## config.mk

```make
export PLATFORM = sky130hd
export DESIGN_NAME = mcd_top
export DESIGN_NICKNAME = d
export VERILOG_FILES = /design/src/include/mcd_pkg.sv /design/src/design/mcd_top.sv
export SDC_FILE = /design/constraint.sdc
export NUM_CORES = 1
export LEC_CHECK = 0
export BUFFER_PORTS_ARGS = -buffer_cell sky130_fd_sc_hd__buf_2
export CORE_MARGIN = 5
export CORE_UTILIZATION = 52
export DETAILED_ROUTE_END_ITERATION = 6
export MAX_ROUTING_LAYER = met4
export PLACE_DENSITY = 0.78
export SLEW_MARGIN = 20
export SYNTH_ARGS = -nofsm -noshare
export SYNTH_HDL_FRONTEND = slang
export SYNTH_SLANG_ARGS = --single-unit
```

## constraint.sdc

```tcl
create_clock -name core_clk -period 4.98 [get_ports core_clk]
set_input_delay 0.996 -clock core_clk [delete_from_list [all_inputs] [get_ports core_clk]]
set_output_delay 0.996 -clock core_clk [all_outputs]
set_load 0.01 [all_outputs]
```

## src/include/mcd_pkg.sv

```systemverilog
// Constants for the magnetometer control and debounce block.
// Assumes one clock and register access at the documented offsets.
`default_nettype none
package mcd_pkg;
	// ==========================================================
	// Register offsets
	localparam logic [7:0] OFS_THS_COUNT = 8'h5A;
	localparam logic [7:0] OFS_CTRL_ONE  = 8'h5B;
	localparam logic [7:0] OFS_CTRL_TWO  = 8'h5C;
	// ==========================================================
	// Burst address jumps
	localparam logic [7:0] ADR_FAST_LAST = 8'h05;
	localparam logic [7:0] ADR_NORM_LAST = 8'h06;
	localparam logic [7:0] ADR_MAG_FIRST = 8'h33;
	// ==========================================================
	// Control one fields
	localparam int CO_ACAL = 7;
	localparam int CO_RST  = 6;
	localparam int CO_OST  = 5;
	localparam int CO_OSLO = 2;
	localparam int CO_HMLO = 0;
	// Control two fields
	localparam int CT_AINC  = 5;
	localparam int CT_MMDIS = 4;
	localparam int CT_MMTHS = 3;
	localparam int CT_MMRST = 2;
	localparam int CT_RCLO  = 0;
	localparam logic [7:0] CT_MASK = 8'h3F;
	// ==========================================================
	// Reset values
	localparam logic [7:0] RST_THS_COUNT = 8'h00;
	localparam logic [7:0] RST_CTRL_ONE  = 8'h00;
	localparam logic [7:0] RST_CTRL_TWO  = 8'h00;
	// ==========================================================
	// Sensor modes and degauss periods
	localparam logic [1:0] HMS_ACCEL  = 2'h0;
	localparam logic [1:0] HMS_MAG    = 2'h1;
	localparam logic [1:0] HMS_HYBRID = 2'h3;
	localparam logic [1:0] RC_EVERY = 2'h0;
	localparam logic [1:0] RC_16    = 2'h1;
	localparam logic [1:0] RC_512   = 2'h2;
	localparam int DG_CNT_W = 9;
	localparam logic [3:0] DG_MASK_16 = 4'hF;
	// Min and max restart values
	localparam logic [15:0] MIN_START = 16'h7FFF;
	localparam logic [15:0] MAX_START = 16'h8000;
endpackage
`default_nettype wire

```

## src/design/mcd_top.sv

```systemverilog
// Magnetometer control: debounce, modes, one-shot, degauss, min/max, auto-cal.
// Assumes odrTick pulses once per system data-rate cycle and the front end
// answers each measStart with one magSampleValid carrying the new sample.
`default_nettype none
module mcd_top #(
	parameter int SW = 16
) (
	input  wire logic                core_clk,
	input  wire logic                resetn,
	input  wire logic                regWr,
	input  wire logic                regRd,
	input  wire logic [7:0]          regAddr,
	input  wire logic [7:0]          regWrData,
	output logic      [7:0]          regRdData,
	output logic      [7:0]          burstAddr,
	input  wire logic                fastRead,
	input  wire logic                activeMode,
	input  wire logic                odrTick,
	input  wire logic                thsCondition,
	input  wire logic                debounceClearMode,
	input  wire logic                thsFlagClr,
	input  wire logic                magSampleValid,
	input  wire logic [2:0][SW-1:0]  magSample,
	output logic                     accelEnable,
	output logic                     magEnable,
	output logic                     hybridLayout,
	output logic      [2:0]          magOversampleRatio,
	output logic                     measStart,
	output logic                     degauss,
	output logic                     thsEvent,
	output logic      [7:0]          debounceCount,
	output logic      [2:0][SW-1:0]  magOffset,
	output logic      [2:0][SW-1:0]  magMax,
	output logic      [2:0][SW-1:0]  magMin
);
	import mcd_pkg::*;

	if (SW != 16) begin : g_chk
		$error("mcd_top: sample width must be 16");
	end

	// ==========================================================
	// Register and control state
	logic [7:0] thsCount_ff, nxt_thsCount;
	logic [7:0] ctrlOne_ff, nxt_ctrlOne;
	logic [7:0] ctrlTwo_ff, nxt_ctrlTwo;
	logic [7:0] regRdData_ff, nxt_regRdData;
	logic [7:0] burstAddr_ff, nxt_burstAddr;
	logic       half_ff, nxt_half;
	logic       prevAct_ff, nxt_prevAct;
	logic       ostBusy_ff, nxt_ostBusy;
	logic       meas_ff, nxt_meas;
	logic       degauss_ff, nxt_degauss;
	logic [DG_CNT_W-1:0] dgCnt_ff, nxt_dgCnt;
	logic [1:0] hms, rstCnt;
	logic       magOn, hybrid, sampleTick, oneShot, dgDue;

	// Mode decode
	assign hms    = ctrlOne_ff[CO_HMLO +: 2];
	assign rstCnt = ctrlTwo_ff[CT_RCLO +: 2];
	assign hybrid = (hms == HMS_HYBRID);
	assign magOn  = (hms == HMS_MAG) || hybrid;
	// Hybrid takes every other data-rate tick
	assign sampleTick = odrTick && activeMode && magOn && (!hybrid || half_ff);
	assign oneShot = ctrlOne_ff[CO_OST] && !activeMode && !ostBusy_ff;
	// Periodic degauss due at this measurement start
	always_comb begin
		unique case (rstCnt)
			RC_EVERY: dgDue = 1'b1;
			RC_16:    dgDue = (dgCnt_ff[3:0] == DG_MASK_16);
			RC_512:   dgDue = (dgCnt_ff == '1);
			default:  dgDue = 1'b0;
		endcase
	end

	// Next values of registers, pacing and one-shot control
	always_comb begin
		nxt_thsCount  = thsCount_ff;
		nxt_ctrlOne   = ctrlOne_ff;
		nxt_ctrlTwo   = ctrlTwo_ff;
		nxt_regRdData = regRdData_ff;
		nxt_burstAddr = burstAddr_ff;
		nxt_half      = hybrid ? (half_ff ^ odrTick) : 1'b0;
		nxt_prevAct   = activeMode && magOn;
		nxt_ostBusy   = ostBusy_ff;
		nxt_meas      = sampleTick || oneShot;
		nxt_dgCnt     = dgCnt_ff;
		nxt_degauss   = 1'b0;
		// Degauss: periodic, on wake, or one-shot
		if (sampleTick) begin
			nxt_dgCnt   = dgCnt_ff + 1'b1;
			nxt_degauss = dgDue;
		end
		if (activeMode && magOn && !prevAct_ff) begin
			nxt_degauss = 1'b1;
		end
		if (ctrlOne_ff[CO_RST]) begin
			nxt_degauss = 1'b1;
			nxt_ctrlOne[CO_RST] = 1'b0;
		end
		// One-shot measurement in standby
		if (oneShot) begin
			nxt_ostBusy = 1'b1;
		end
		if (ostBusy_ff && magSampleValid) begin
			nxt_ostBusy = 1'b0;
			nxt_ctrlOne[CO_OST] = 1'b0;
		end
		// Min/max restart completes in one cycle
		if (ctrlTwo_ff[CT_MMRST]) begin
			nxt_ctrlTwo[CT_MMRST] = 1'b0;
		end
		// Host writes win over hardware clears
		if (regWr) begin
			unique case (regAddr)
				OFS_THS_COUNT: nxt_thsCount = regWrData;
				OFS_CTRL_ONE:  nxt_ctrlOne  = regWrData;
				OFS_CTRL_TWO:  nxt_ctrlTwo  = regWrData & CT_MASK;
				default:       ;
			endcase
		end
		// Read data and burst address advance
		if (regRd) begin
			unique case (regAddr)
				OFS_THS_COUNT: nxt_regRdData = thsCount_ff;
				OFS_CTRL_ONE:  nxt_regRdData = ctrlOne_ff;
				OFS_CTRL_TWO:  nxt_regRdData = ctrlTwo_ff;
				default:       nxt_regRdData = 8'h00;
			endcase
			nxt_burstAddr = regAddr + 8'h01;
			if (ctrlTwo_ff[CT_AINC] && !fastRead && regAddr == ADR_NORM_LAST) begin
				nxt_burstAddr = ADR_MAG_FIRST;
			end
			if (ctrlTwo_ff[CT_AINC] && fastRead && regAddr == ADR_FAST_LAST) begin
				nxt_burstAddr = ADR_MAG_FIRST;
			end
		end
	end

	// Register and control flip-flops
	always_ff @(posedge core_clk or negedge resetn) begin
		if (!resetn) begin
			thsCount_ff  <= RST_THS_COUNT;
			ctrlOne_ff   <= RST_CTRL_ONE;
			ctrlTwo_ff   <= RST_CTRL_TWO;
			regRdData_ff <= 8'h00;
			burstAddr_ff <= 8'h00;
			half_ff      <= 1'b0;
			prevAct_ff   <= 1'b0;
			ostBusy_ff   <= 1'b0;
			meas_ff      <= 1'b0;
			degauss_ff   <= 1'b0;
			dgCnt_ff     <= '0;
		end else begin
			thsCount_ff  <= nxt_thsCount;
			ctrlOne_ff   <= nxt_ctrlOne;
			ctrlTwo_ff   <= nxt_ctrlTwo;
			regRdData_ff <= nxt_regRdData;
			burstAddr_ff <= nxt_burstAddr;
			half_ff      <= nxt_half;
			prevAct_ff   <= nxt_prevAct;
			ostBusy_ff   <= nxt_ostBusy;
			meas_ff      <= nxt_meas;
			degauss_ff   <= nxt_degauss;
			dgCnt_ff     <= nxt_dgCnt;
		end
	end

	// ==========================================================
	// Debounce, min/max tracking and offsets
	logic [7:0]         dbCnt_ff, nxt_dbCnt;
	logic               thsEvt_ff, nxt_thsEvt;
	logic               mode_ff, nxt_mode;
	logic [2:0][SW-1:0] max_ff, nxt_max, min_ff, nxt_min, off_ff, nxt_off;
	logic               sampleEnd, mmRun;
	logic [SW:0]        sum;

	// Sample ends paced by the measurement starts
	assign sampleEnd = magSampleValid && magOn;
	assign mmRun = !ctrlTwo_ff[CT_MMDIS] && !(ctrlTwo_ff[CT_MMTHS] && thsEvt_ff);

	always_comb begin
		nxt_dbCnt  = dbCnt_ff;
		nxt_thsEvt = thsEvt_ff;
		nxt_mode   = magOn ? (hybrid ? HMS_HYBRID[0] : 1'b0) : 1'b0;
		nxt_max    = max_ff;
		nxt_min    = min_ff;
		nxt_off    = off_ff;
		sum        = '0;
		// Debounce count, saturating at the programmed value
		if (!magOn) begin
			nxt_dbCnt = 8'h00;
		end else if (sampleEnd && thsCondition) begin
			if (dbCnt_ff < thsCount_ff) begin
				nxt_dbCnt = dbCnt_ff + 8'h01;
			end else begin
				nxt_dbCnt = thsCount_ff;
			end
			if (nxt_dbCnt == thsCount_ff) begin
				nxt_thsEvt = 1'b1;
			end
		end else if (sampleEnd) begin
			if (debounceClearMode || dbCnt_ff == 8'h00) begin
				nxt_dbCnt = 8'h00;
			end else begin
				nxt_dbCnt = dbCnt_ff - 8'h01;
			end
		end
		// Host clear loses to a simultaneous set
		if (thsFlagClr && !(nxt_thsEvt && !thsEvt_ff)) begin
			nxt_thsEvt = 1'b0;
		end
		// Min/max tracking per axis
		for (int i = 0; i < 3; i++) begin
			if (ctrlTwo_ff[CT_MMRST]) begin
				nxt_min[i] = MIN_START;
				nxt_max[i] = MAX_START;
			end else if (sampleEnd && mmRun) begin
				if ($signed(magSample[i]) > $signed(max_ff[i])) begin
					nxt_max[i] = magSample[i];
				end
				if ($signed(magSample[i]) < $signed(min_ff[i])) begin
					nxt_min[i] = magSample[i];
				end
			end
		end
		// Hard-iron offset from the midpoint of max and min
		if (sampleEnd && ctrlOne_ff[CO_ACAL]) begin
			for (int i = 0; i < 3; i++) begin
				sum = {nxt_max[i][SW-1], nxt_max[i]} + {nxt_min[i][SW-1], nxt_min[i]};
				nxt_off[i] = sum[SW:1];
			end
		end
	end

	// Datapath flip-flops
	always_ff @(posedge core_clk or negedge resetn) begin
		if (!resetn) begin
			dbCnt_ff  <= 8'h00;
			thsEvt_ff <= 1'b0;
			mode_ff   <= 1'b0;
			max_ff    <= {3{MAX_START}};
			min_ff    <= {3{MIN_START}};
			off_ff    <= '0;
		end else begin
			dbCnt_ff  <= nxt_dbCnt;
			thsEvt_ff <= nxt_thsEvt;
			mode_ff   <= nxt_mode;
			max_ff    <= nxt_max;
			min_ff    <= nxt_min;
			off_ff    <= nxt_off;
		end
	end

	// ==========================================================
	// Outputs, from flip-flops; accelEnable is decoded from the mode bits
	assign regRdData          = regRdData_ff;
	assign burstAddr          = burstAddr_ff;
	assign accelEnable        = !ctrlOne_ff[CO_HMLO] || hms == HMS_HYBRID ? 1'b1 : 1'b0;
	assign magEnable          = ctrlOne_ff[CO_HMLO];
	assign hybridLayout       = mode_ff;
	assign magOversampleRatio = ctrlOne_ff[CO_OSLO +: 3];
	assign measStart          = meas_ff;
	assign degauss            = degauss_ff;
	assign thsEvent           = thsEvt_ff;
	assign debounceCount      = dbCnt_ff;
	assign magOffset          = off_ff;
	assign magMax             = max_ff;
	assign magMin             = min_ff;
endmodule
`default_nettype wire

```

==> results of run 1 <==
==> per-stage QoR <==
stage / utilization / setup slack (ns) / cells / area [um^2]
6_report: 0.674 / 0.0319 / 2281 / 17500
3_5_place_dp: 0.638 / -0.436 / 2232 / 16600
4_1_cts: 0.669 / 0.0185 / 2276 / 17400
5_1_grt: 0.674 / -0.0951 / 2281 / 17500
2_1_floorplan: - / 0.0429 / 1513 / 13600
3_3_place_gp: 0.638 / -0.289 / 2232 / 16600
==> state kept, by name, indices dropped and copies added (netlist names), 6 cells and up <==
signal,flops
magOffset,48
magMax,48
ctrlOne_ff,8
ctrlTwo_ff,6
thsCount_ff,8
dgCnt_ff,9
debounceCount,8
burstAddr,8
magMin,48
regRdData,8
==> critical path, cell delays in order <==
cell and delay, ns:
sky130_fd_sc_hd__buf_2 0.11, sky130_fd_sc_hd__ha_1 0.30, sky130_fd_sc_hd__nand4_1 0.23, sky130_fd_sc_hd__nor2_1 0.09, sky130_fd_sc_hd__a221o_1 0.36, sky130_fd_sc_hd__or4_4 0.43
sky130_fd_sc_hd__a211oi_4 0.39, sky130_fd_sc_hd__mux2i_1 0.22, sky130_fd_sc_hd__nor2_1 0.09, sky130_fd_sc_hd__ha_1 0.35, sky130_fd_sc_hd__nor2b_1 0.14, sky130_fd_sc_hd__o21ai_1 0.21
sky130_fd_sc_hd__a21oi_2 0.09, sky130_fd_sc_hd__o21ai_1 0.22, sky130_fd_sc_hd__a21oi_2 0.10, sky130_fd_sc_hd__o21ai_2 0.18, sky130_fd_sc_hd__a21oi_2 0.10, sky130_fd_sc_hd__or3_4 0.39
sky130_fd_sc_hd__and3_1 0.18, sky130_fd_sc_hd__o31ai_1 0.18
==> cells in the mapped netlist (4+ instances only) <==
| library cell | number | share of area |
|---|---|---|
| sky130_fd_sc_hd__a211o_1 | 4 | 0.0026 |
| sky130_fd_sc_hd__a211oi_1 | 6 | 0.0033 |
| sky130_fd_sc_hd__a21o_1 | 29 | 0.016 |
| sky130_fd_sc_hd__a21oi_1 | 93 | 0.034 |
| sky130_fd_sc_hd__a22o_1 | 6 | 0.0039 |
| sky130_fd_sc_hd__a22oi_1 | 6 | 0.0033 |
| sky130_fd_sc_hd__a31oi_1 | 7 | 0.0032 |
| sky130_fd_sc_hd__and2_1 | 11 | 0.0050 |
| sky130_fd_sc_hd__and3_1 | 16 | 0.0073 |
| sky130_fd_sc_hd__and4_1 | 6 | 0.0039 |
| sky130_fd_sc_hd__buf_1 | 4 | 0.0011 |
| sky130_fd_sc_hd__clkbuf_1 | 41 | 0.011 |
| sky130_fd_sc_hd__dfrtp_1 | 158 | 0.29 |
| sky130_fd_sc_hd__dfstp_2 | 48 | 0.092 |
| sky130_fd_sc_hd__ha_1 | 154 | 0.14 |
| sky130_fd_sc_hd__inv_1 | 148 | 0.041 |
| sky130_fd_sc_hd__mux2_2 | 17 | 0.014 |
| sky130_fd_sc_hd__mux2i_1 | 43 | 0.032 |
| sky130_fd_sc_hd__nand2_1 | 179 | 0.049 |
| sky130_fd_sc_hd__nand2b_1 | 13 | 0.0060 |
| sky130_fd_sc_hd__nand3_1 | 40 | 0.015 |
| sky130_fd_sc_hd__nand4_1 | 19 | 0.0087 |
| sky130_fd_sc_hd__nor2_1 | 108 | 0.030 |
| sky130_fd_sc_hd__nor2b_1 | 14 | 0.0064 |
| sky130_fd_sc_hd__nor3_1 | 16 | 0.0059 |
| sky130_fd_sc_hd__nor3b_1 | 6 | 0.0033 |
| sky130_fd_sc_hd__nor4_1 | 4 | 0.0018 |
| sky130_fd_sc_hd__o211ai_1 | 37 | 0.020 |
| sky130_fd_sc_hd__o21a_1 | 8 | 0.0044 |
| sky130_fd_sc_hd__o21ai_0 | 90 | 0.033 |
| sky130_fd_sc_hd__o21ai_1 | 7 | 0.0026 |
| sky130_fd_sc_hd__o221ai_1 | 4 | 0.0026 |
| sky130_fd_sc_hd__o22a_1 | 6 | 0.0039 |
| sky130_fd_sc_hd__o22ai_1 | 11 | 0.0050 |
| sky130_fd_sc_hd__o31a_1 | 4 | 0.0026 |
| sky130_fd_sc_hd__o31ai_1 | 15 | 0.0083 |
| sky130_fd_sc_hd__or2_2 | 9 | 0.0041 |
| sky130_fd_sc_hd__or3_1 | 14 | 0.0064 |
| sky130_fd_sc_hd__or4_1 | 4 | 0.0022 |
| sky130_fd_sc_hd__xnor2_1 | 31 | 0.020 |
| sky130_fd_sc_hd__xor2_1 | 21 | 0.013 |
==> report_power, final <==
group | switching, mW | total, mW | internal [mW]
sequential | 0.217 | 2.27 | 2.05
combinational | 2.42 | 4.52 | 2.10
clock | 0.729 | 1.81 | 1.08
total | 3.37 | 8.60 | 5.23
==> cell type report <==
cell class	count	area (um^2)
Multi-Input combinational cell	1107	7780
Clock buffer	33	696
Clock inverter	11	116
Sequential cell	206	5220
Timing Repair Buffer	440	2730
Inverter	149	559
Fill cell	2011	8470
Tap cell	335	419
==> layer usage <==
layer,part of all wire,track usage
met1,0.43,0.355
met2,0.47,0.441
met3,0.069,0.0350
met4,0.033,0.0834
met5,0,-
==> path summary, 6_finish.rpt <==
kind	startpoint	to	slack, ns
setup / recovery	magSample[45]	magOffset[45]$_DFFE_PN0P_	0.03
max in group asynchronous	resetn	magMax[12]$_DFF_PN0_	3.33
hold / removal	dgCnt_ff[7]$_DFFE_PN0P_	dgCnt_ff[7]$_DFFE_PN0P_	0.48
hold reg to reg	dgCnt_ff[7]$_DFFE_PN0P_	dgCnt_ff[7]$_DFFE_PN0P_	0.48
setup reg to reg	magMax[47]$_DFF_PN1_	magOffset[45]$_DFFE_PN0P_	0.11
min in group asynchronous	resetn	burstAddr[7]$_DFFE_PN0P_	0.49
==> cell families after synthesis <==
group	count (synthesis)
AOI/OAI and AO/OA	371
and+or+nand+nor	467
muxes	60
xor gates and xnor gates	52
DFF	206
adders and majority gates	157
buffers and inverters	200
==> what timing repair did <==
item	CTS	global route
gates resized for setup	0	27
hold buffers	0	0
buffers inserted	0	5
endpoints found under the setup margin	0	18
==> Implementation_results.wiki, run 1 <==
{| class="wikitable"
! Metric !! Value
|-
| Outcome || finished clean
|-
| FFs w/ async S/R, synth || 1.00
|-
| Final total power || 8.60 mW
|-
| Worst hold slack || 0.480 ns
|-
| IR Drop Worst-Case VDD || 0.306 mV
|-
| Final antenna-violating net count || 0
|-
| Number of warnings issued by yosys || 0
|-
| Total number of clock tree sinks || 206
|-
| Commonest register cell after synthesis || sky130_fd_sc_hd__dfrtp_1
|-
| Mean cell area of the mapped netlist || 9.02 um^2
|-
| Static Leak || 9.15 nW
|-
| Insertion delay of the later-clocked pin in the worst-skew pair || 0.53 ns
|-
| Shortest period the worst path allows || 4.95 ns
|-
| Share of the yosys chip area belonging to registers || 0.382
|-
| Starting density of the core || 0.525
|-
| Number of antenna violations at the first check in global routing || 0
|-
| Relative slew margins || 0.418
|-
| Hold Path Cell Cnt || 1
|-
| Total CTS buffers || 24
|-
| WL per Instance || 17.5 um
|-
| Worst hold-check path type || register to register
|-
| Max Fanout on Critical Path || 4
|-
| Post-synthesis share of cell area spent on xor and xnor gates || 0.0334
|-
| Area share of fa/ha/maj cells after synthesis || 0.146
|-
| Worst-case clock skew || 0.0125 ns
|-
| Total routing usage reported by global routing || 0.271
|-
| Endpoints failing setup || 0
|-
| Half-perimeter wire length after detailed placement || 30,400 um
|-
| Clock root buffer master || sky130_fd_sc_hd__clkbuf_16
|-
| Area growth from synthesis to layout || 28.4%
|-
| Fin. Hold Viols || 0
|-
| Die boundary height || 172 um
|-
| Setup TNS after final layout || 0 ns
|-
| DRT Wirelength || 40,000 um
|-
| Count of pins on the block boundary || 252
|-
| Remaining Overflow, GRT || 0
|-
| Clock transition time at the flip-flop clock pins of the worst setup and hold paths || 0.06 ns
|-
| Startpoint kind of the worst setup timing path || input port
|-
| Capturing element type of the critical path || register
|-
| Endpoint required time on the critical path || 5.40 ns
|-
| Diode insertion count for antenna repair || 0
|-
| Achievable clock frequency || 202 MHz
|-
| Final-report max-slew violation count || 0
|-
| Number of detailed-routing iterations run before antenna repair || 5
|-
| Number of enable-type register cells in the synthesized netlist || 0
|-
| CTS tree || built
|-
| Vias after detailed routing || 12,900
|-
| Number of buffers between clock root and the deepest sink || 3
|-
| Cell variety after synth || 77
|-
| Cell area after technology mapping || 13,600 um^2
|-
| Syn Nets || 1,745
|-
| Core box area || 26,000 um^2
|-
| Global-route wire length before repair || 64,000 um
|-
| Area fraction in and, or, nand and nor cells after synthesis || 0.160
|-
| Total die area || 29,600 um^2
|-
| Startpoint-to-endpoint class of the critical path || input port to register
|-
| Part of the cycle the worst path needs || 0.994
|-
| Most frequent standard cell in the layout excluding fill and tap cells || sky130_fd_sc_hd__buf_2
|-
| Average via count per standard cell || 5.66
|-
| Number of cells on the worst reg-to-reg path || 20
|-
| Number of buffers added on ports || 251
|-
| Worst Max-Slew Pin Slew || 0.868 ns
|-
| Post-route DRC violation count || 0
|-
| Unrepaired setup endpoints after global routing || true
|-
| MaxCap Viol Count || 0
|-
| Pin count of the biggest net entering global routing || 82
|-
| Post-layout nets || 2,160
|-
| Number of core rows || 59
|-
| Width of the chip || 172 um
|-
| Detailed Route Iter0 Violations || 993
|-
| WP data arrival || 5.37 ns
|-
| Number of global-route vias before repair || 12,800
|-
| Count of H-tree levels built during CTS || 1
|-
| Instance count of the mapped netlist || 1,513
|-
| GP Congestion || 0.966
|-
| Combinational family with the most area after synthesis || compound AO/OA/AOI/OAI gates
|-
| Mux share of post-synthesis cell area || 0.0456
|-
| Most used cells in the layout excluding fill and tap cells || sky130_fd_sc_hd__buf_2, sky130_fd_sc_hd__buf_4, sky130_fd_sc_hd__nand2_1
|-
| Synthesis-stage register bit count || 206
|-
| Complex-gate fraction of the synthesized area || 0.177
|-
| P per Cell Area || 491 nW/um^2
|-
| Fraction of final layout cells with drive strength greater than 1 || 0.298
|}
Power figures use the tool's default switching activity.
==> run 2: changes to the inputs <==
==> constraint.sdc (replaced) <==
create_clock -name core_clk -period 4.98 [get_ports core_clk]
set_input_delay 0.996 -clock core_clk [delete_from_list [all_inputs] [get_ports core_clk]]
set_output_delay 0.996 -clock core_clk [all_outputs]
set_load 0.1 [all_outputs]
==> run 2 against run 1 <==
Via count down 1.7%. Clock-buffer cell count up 3. Worst setup slack gained 0.096 ns. Global-route usage shrank 0.17 points. Clock power shrank 9.9%. Flip-flop and latch count did not move. Sequential power about the same. Non-clock buffer count shrank 11. Cell area fell by 1.2%. Power is 19% higher.
==> Implementation_results.wiki, run 2 (synthesis results as in run 1) <==
{| class="wikitable"
! Metric !! Value
|-
| Core box area || 26,000 um^2
|-
| Total die area || 29,600 um^2
|-
| IR Drop Worst-Case VDD || 0.590 mV
|-
| Most frequent standard cell in the layout excluding fill and tap cells || sky130_fd_sc_hd__buf_2
|-
| Count of pins on the block boundary || 252
|-
| Average via count per standard cell || 5.60
|-
| WL per Instance || 17.4 um
|-
| Worst path top cell family by delay || compound AO/OA/AOI/OAI gates
|-
| Final-report max-slew violation count || 0
|-
| Final antenna-violating net count || 0
|-
| Longest individual stage delay on the worst path || 0.47 ns
|-
| Part of the cycle the worst path needs || 0.974
|-
| Vias after detailed routing || 12,700
|-
| Fraction of final layout cells with drive strength greater than 1 || 0.292
|-
| Achievable clock frequency || 206 MHz
|-
| Endpoints failing setup || 0
|-
| Diode insertion count for antenna repair || 0
|-
| Post-route DRC violation count || 0
|-
| Hold Path Cell Cnt || 1
|-
| Count of H-tree levels built during CTS || 1
|-
| Path length in cells of the critical path || 21
|-
| Number of cells on the worst reg-to-reg path || 21
|-
| Relative slew margins || 0.406
|-
| Setup TNS after final layout || 0 ns
|-
| Capturing element type of the critical path || register
|-
| MaxCap Viol Count || 0
|-
| Max Fanout on Critical Path || 6
|-
| WP data arrival || 5.28 ns
|-
| Worst Path Buf+Inv || 4
|-
| CTS tree || built
|-
| Number of buffers added on ports || 251
|-
| Static Leak || 9.04 nW
|-
| Pin count of the biggest net entering global routing || 95
|-
| Number of detailed-routing iterations run before antenna repair || 5
|-
| P per Cell Area || 589 nW/um^2
|-
| Number of buffers between clock root and the deepest sink || 3
|-
| Cell repeated most along the worst path || sky130_fd_sc_hd__a21oi_2
|-
| Post-layout nets || 2,148
|-
| Number of core rows || 59
|-
| DRT Wirelength || 39,400 um
|-
| Number of global-route vias before repair || 12,700
|-
| Startpoint-to-endpoint class of the critical path || input port to register
|-
| Insertion delay of the later-clocked pin in the worst-skew pair || 0.51 ns
|-
| Worst-case clock skew || 0.0228 ns
|-
| Total CTS buffers || 23
|-
| Half-perimeter wire length after detailed placement || 30,100 um
|-
| Area growth from synthesis to layout || 26.8%
|-
| Outcome || finished clean
|-
| Detailed Route Iter0 Violations || 928
|-
| Clock transition time at the flip-flop clock pins of the worst setup and hold paths || 0.06 ns
|-
| Worst hold-check path type || register to register
|-
| GP Congestion || 0.959
|-
| Worst Max-Slew Pin Slew || 0.885 ns
|-
| Number of antenna violations at the first check in global routing || 0
|-
| Most used cells in the layout excluding fill and tap cells || sky130_fd_sc_hd__buf_2, sky130_fd_sc_hd__nand2_1, sky130_fd_sc_hd__buf_4
|-
| Startpoint kind of the worst setup timing path || input port
|-
| Remaining Overflow, GRT || 0
|-
| Ordered list of cells on the worst path || buf_2, ha_1, a21oi_1, o21ai_1, a221o_1, or4_1, a211oi_4, buf_6, buf_4, mux2i_1, nor2_1, ha_1, inv_1, a21oi_2, o21ai_2, a21oi_2, o21ai_2, a21oi_2, or3_1, and3_1, o31ai_1
|-
| Fin. Hold Viols || 0
|-
| Clock root buffer master || sky130_fd_sc_hd__clkbuf_16
|-
| Global-route wire length before repair || 63,500 um
|-
| Width of the chip || 172 um
|-
| Die boundary height || 172 um
|-
| Worst setup slack after layout || 0.127 ns
|-
| Slowest stage cell on the critical path || sky130_fd_sc_hd__or4_1
|-
| CTS hold repair buffers || 0
|-
| Starting density of the core || 0.525
|-
| Total routing usage reported by global routing || 0.269
|-
| Shortest period the worst path allows || 4.85 ns
|-
| Post-placement worst setup slack || -0.444 ns
|-
| Total number of clock tree sinks || 206
|-
| Endpoint required time on the critical path || 5.41 ns
|}
## run 2: worst reg2reg max path: stages, from the launching register on
cell	delay [ns]
sky130_fd_sc_hd__dfstp_2	0.52
sky130_fd_sc_hd__inv_1	0.07
sky130_fd_sc_hd__ha_1	0.29
sky130_fd_sc_hd__nand4_1	0.20
sky130_fd_sc_hd__nor2_1	0.08
sky130_fd_sc_hd__a221o_1	0.33
sky130_fd_sc_hd__or4_1	0.47
sky130_fd_sc_hd__a211oi_4	0.39
sky130_fd_sc_hd__buf_6	0.18
sky130_fd_sc_hd__buf_4	0.13
sky130_fd_sc_hd__mux2i_1	0.19
sky130_fd_sc_hd__nor2_1	0.08
sky130_fd_sc_hd__ha_1	0.32
sky130_fd_sc_hd__inv_1	0.10
sky130_fd_sc_hd__a21oi_2	0.06
sky130_fd_sc_hd__o21ai_2	0.17
sky130_fd_sc_hd__a21oi_2	0.10
sky130_fd_sc_hd__o21ai_2	0.17
sky130_fd_sc_hd__a21oi_2	0.09
sky130_fd_sc_hd__or3_1	0.39
sky130_fd_sc_hd__and3_1	0.19
sky130_fd_sc_hd__o31ai_1	0.18
## run 2: cell type report
| cell class | count | area (um^2) |
|---|---|---|
| Multi-Input combinational cell | 1107 | 7740 |
| Clock buffer | 36 | 684 |
| Fill cell | 2093 | 8690 |
| Sequential cell | 206 | 5220 |
| Clock inverter | 5 | 27.5 |
| Timing Repair Buffer | 429 | 2650 |
| Inverter | 149 | 559 |
| Tap cell | 335 | 419 |
## run 2: layer usage
metal,global-route usage,up-vias,share of wire
met4,0.0807,0,0.029
li1,-,6160,-
met3,0.0338,82,0.055
met1,0.348,6055,0.44
met2,0.447,396,0.48
met5,-,-,0
## run 2: report_power, final
group | switching, mW | leakage [nW] | internal [mW] | total, mW
registers | 0.216 | 2.61 | 2.05 | 2.27
clock network | 0.690 | 0.351 | 0.939 | 1.63
logic | 4.29 | 6.08 | 2.01 | 6.30
total | 5.19 | 9.04 | 5.00 | 10.2
## run 2: final timing paths
| path | start | end | slack (ns) |
|---|---|---|---|
| hold reg to reg | dgCnt_ff[6]$_DFFE_PN0P_ | dgCnt_ff[6]$_DFFE_PN0P_ | 0.47 |
| min in group asynchronous | resetn | burstAddr[4]$_DFFE_PN0P_ | 0.58 |
| setup / recovery | magSample[39] | magOffset[45]$_DFFE_PN0P_ | 0.13 |
| hold / removal | dgCnt_ff[6]$_DFFE_PN0P_ | dgCnt_ff[6]$_DFFE_PN0P_ | 0.47 |
| max in group asynchronous | resetn | magMin[33]$_DFF_PN1_ | 3.32 |
| setup reg to reg | magMax[47]$_DFF_PN1_ | magOffset[45]$_DFFE_PN0P_ | 0.20 |
## run 2: repair_timing
action / CTS / global route
endpoints found under the setup margin: 0 / 16
hold endpoints to repair: 0 / 0
resized for setup: 0 / 22
setup buffers: 0 / 2
## run 2: stage by stage
step | hold WS (ns) | std cells | power, mW | util | area [um^2]
2_1_floorplan | 0.438 | 1513 | 6.79 | - | 13700
3_3_place_gp | 0.454 | 2224 | 8.33 | 0.636 | 16500
3_5_place_dp | 0.468 | 2224 | 8.46 | 0.636 | 16500
4_1_cts | 0.483 | 2265 | 10.1 | 0.663 | 17200
5_1_grt | 0.491 | 2267 | 10.8 | 0.666 | 17300
6_report | 0.472 | 2267 | 10.2 | 0.666 | 17300
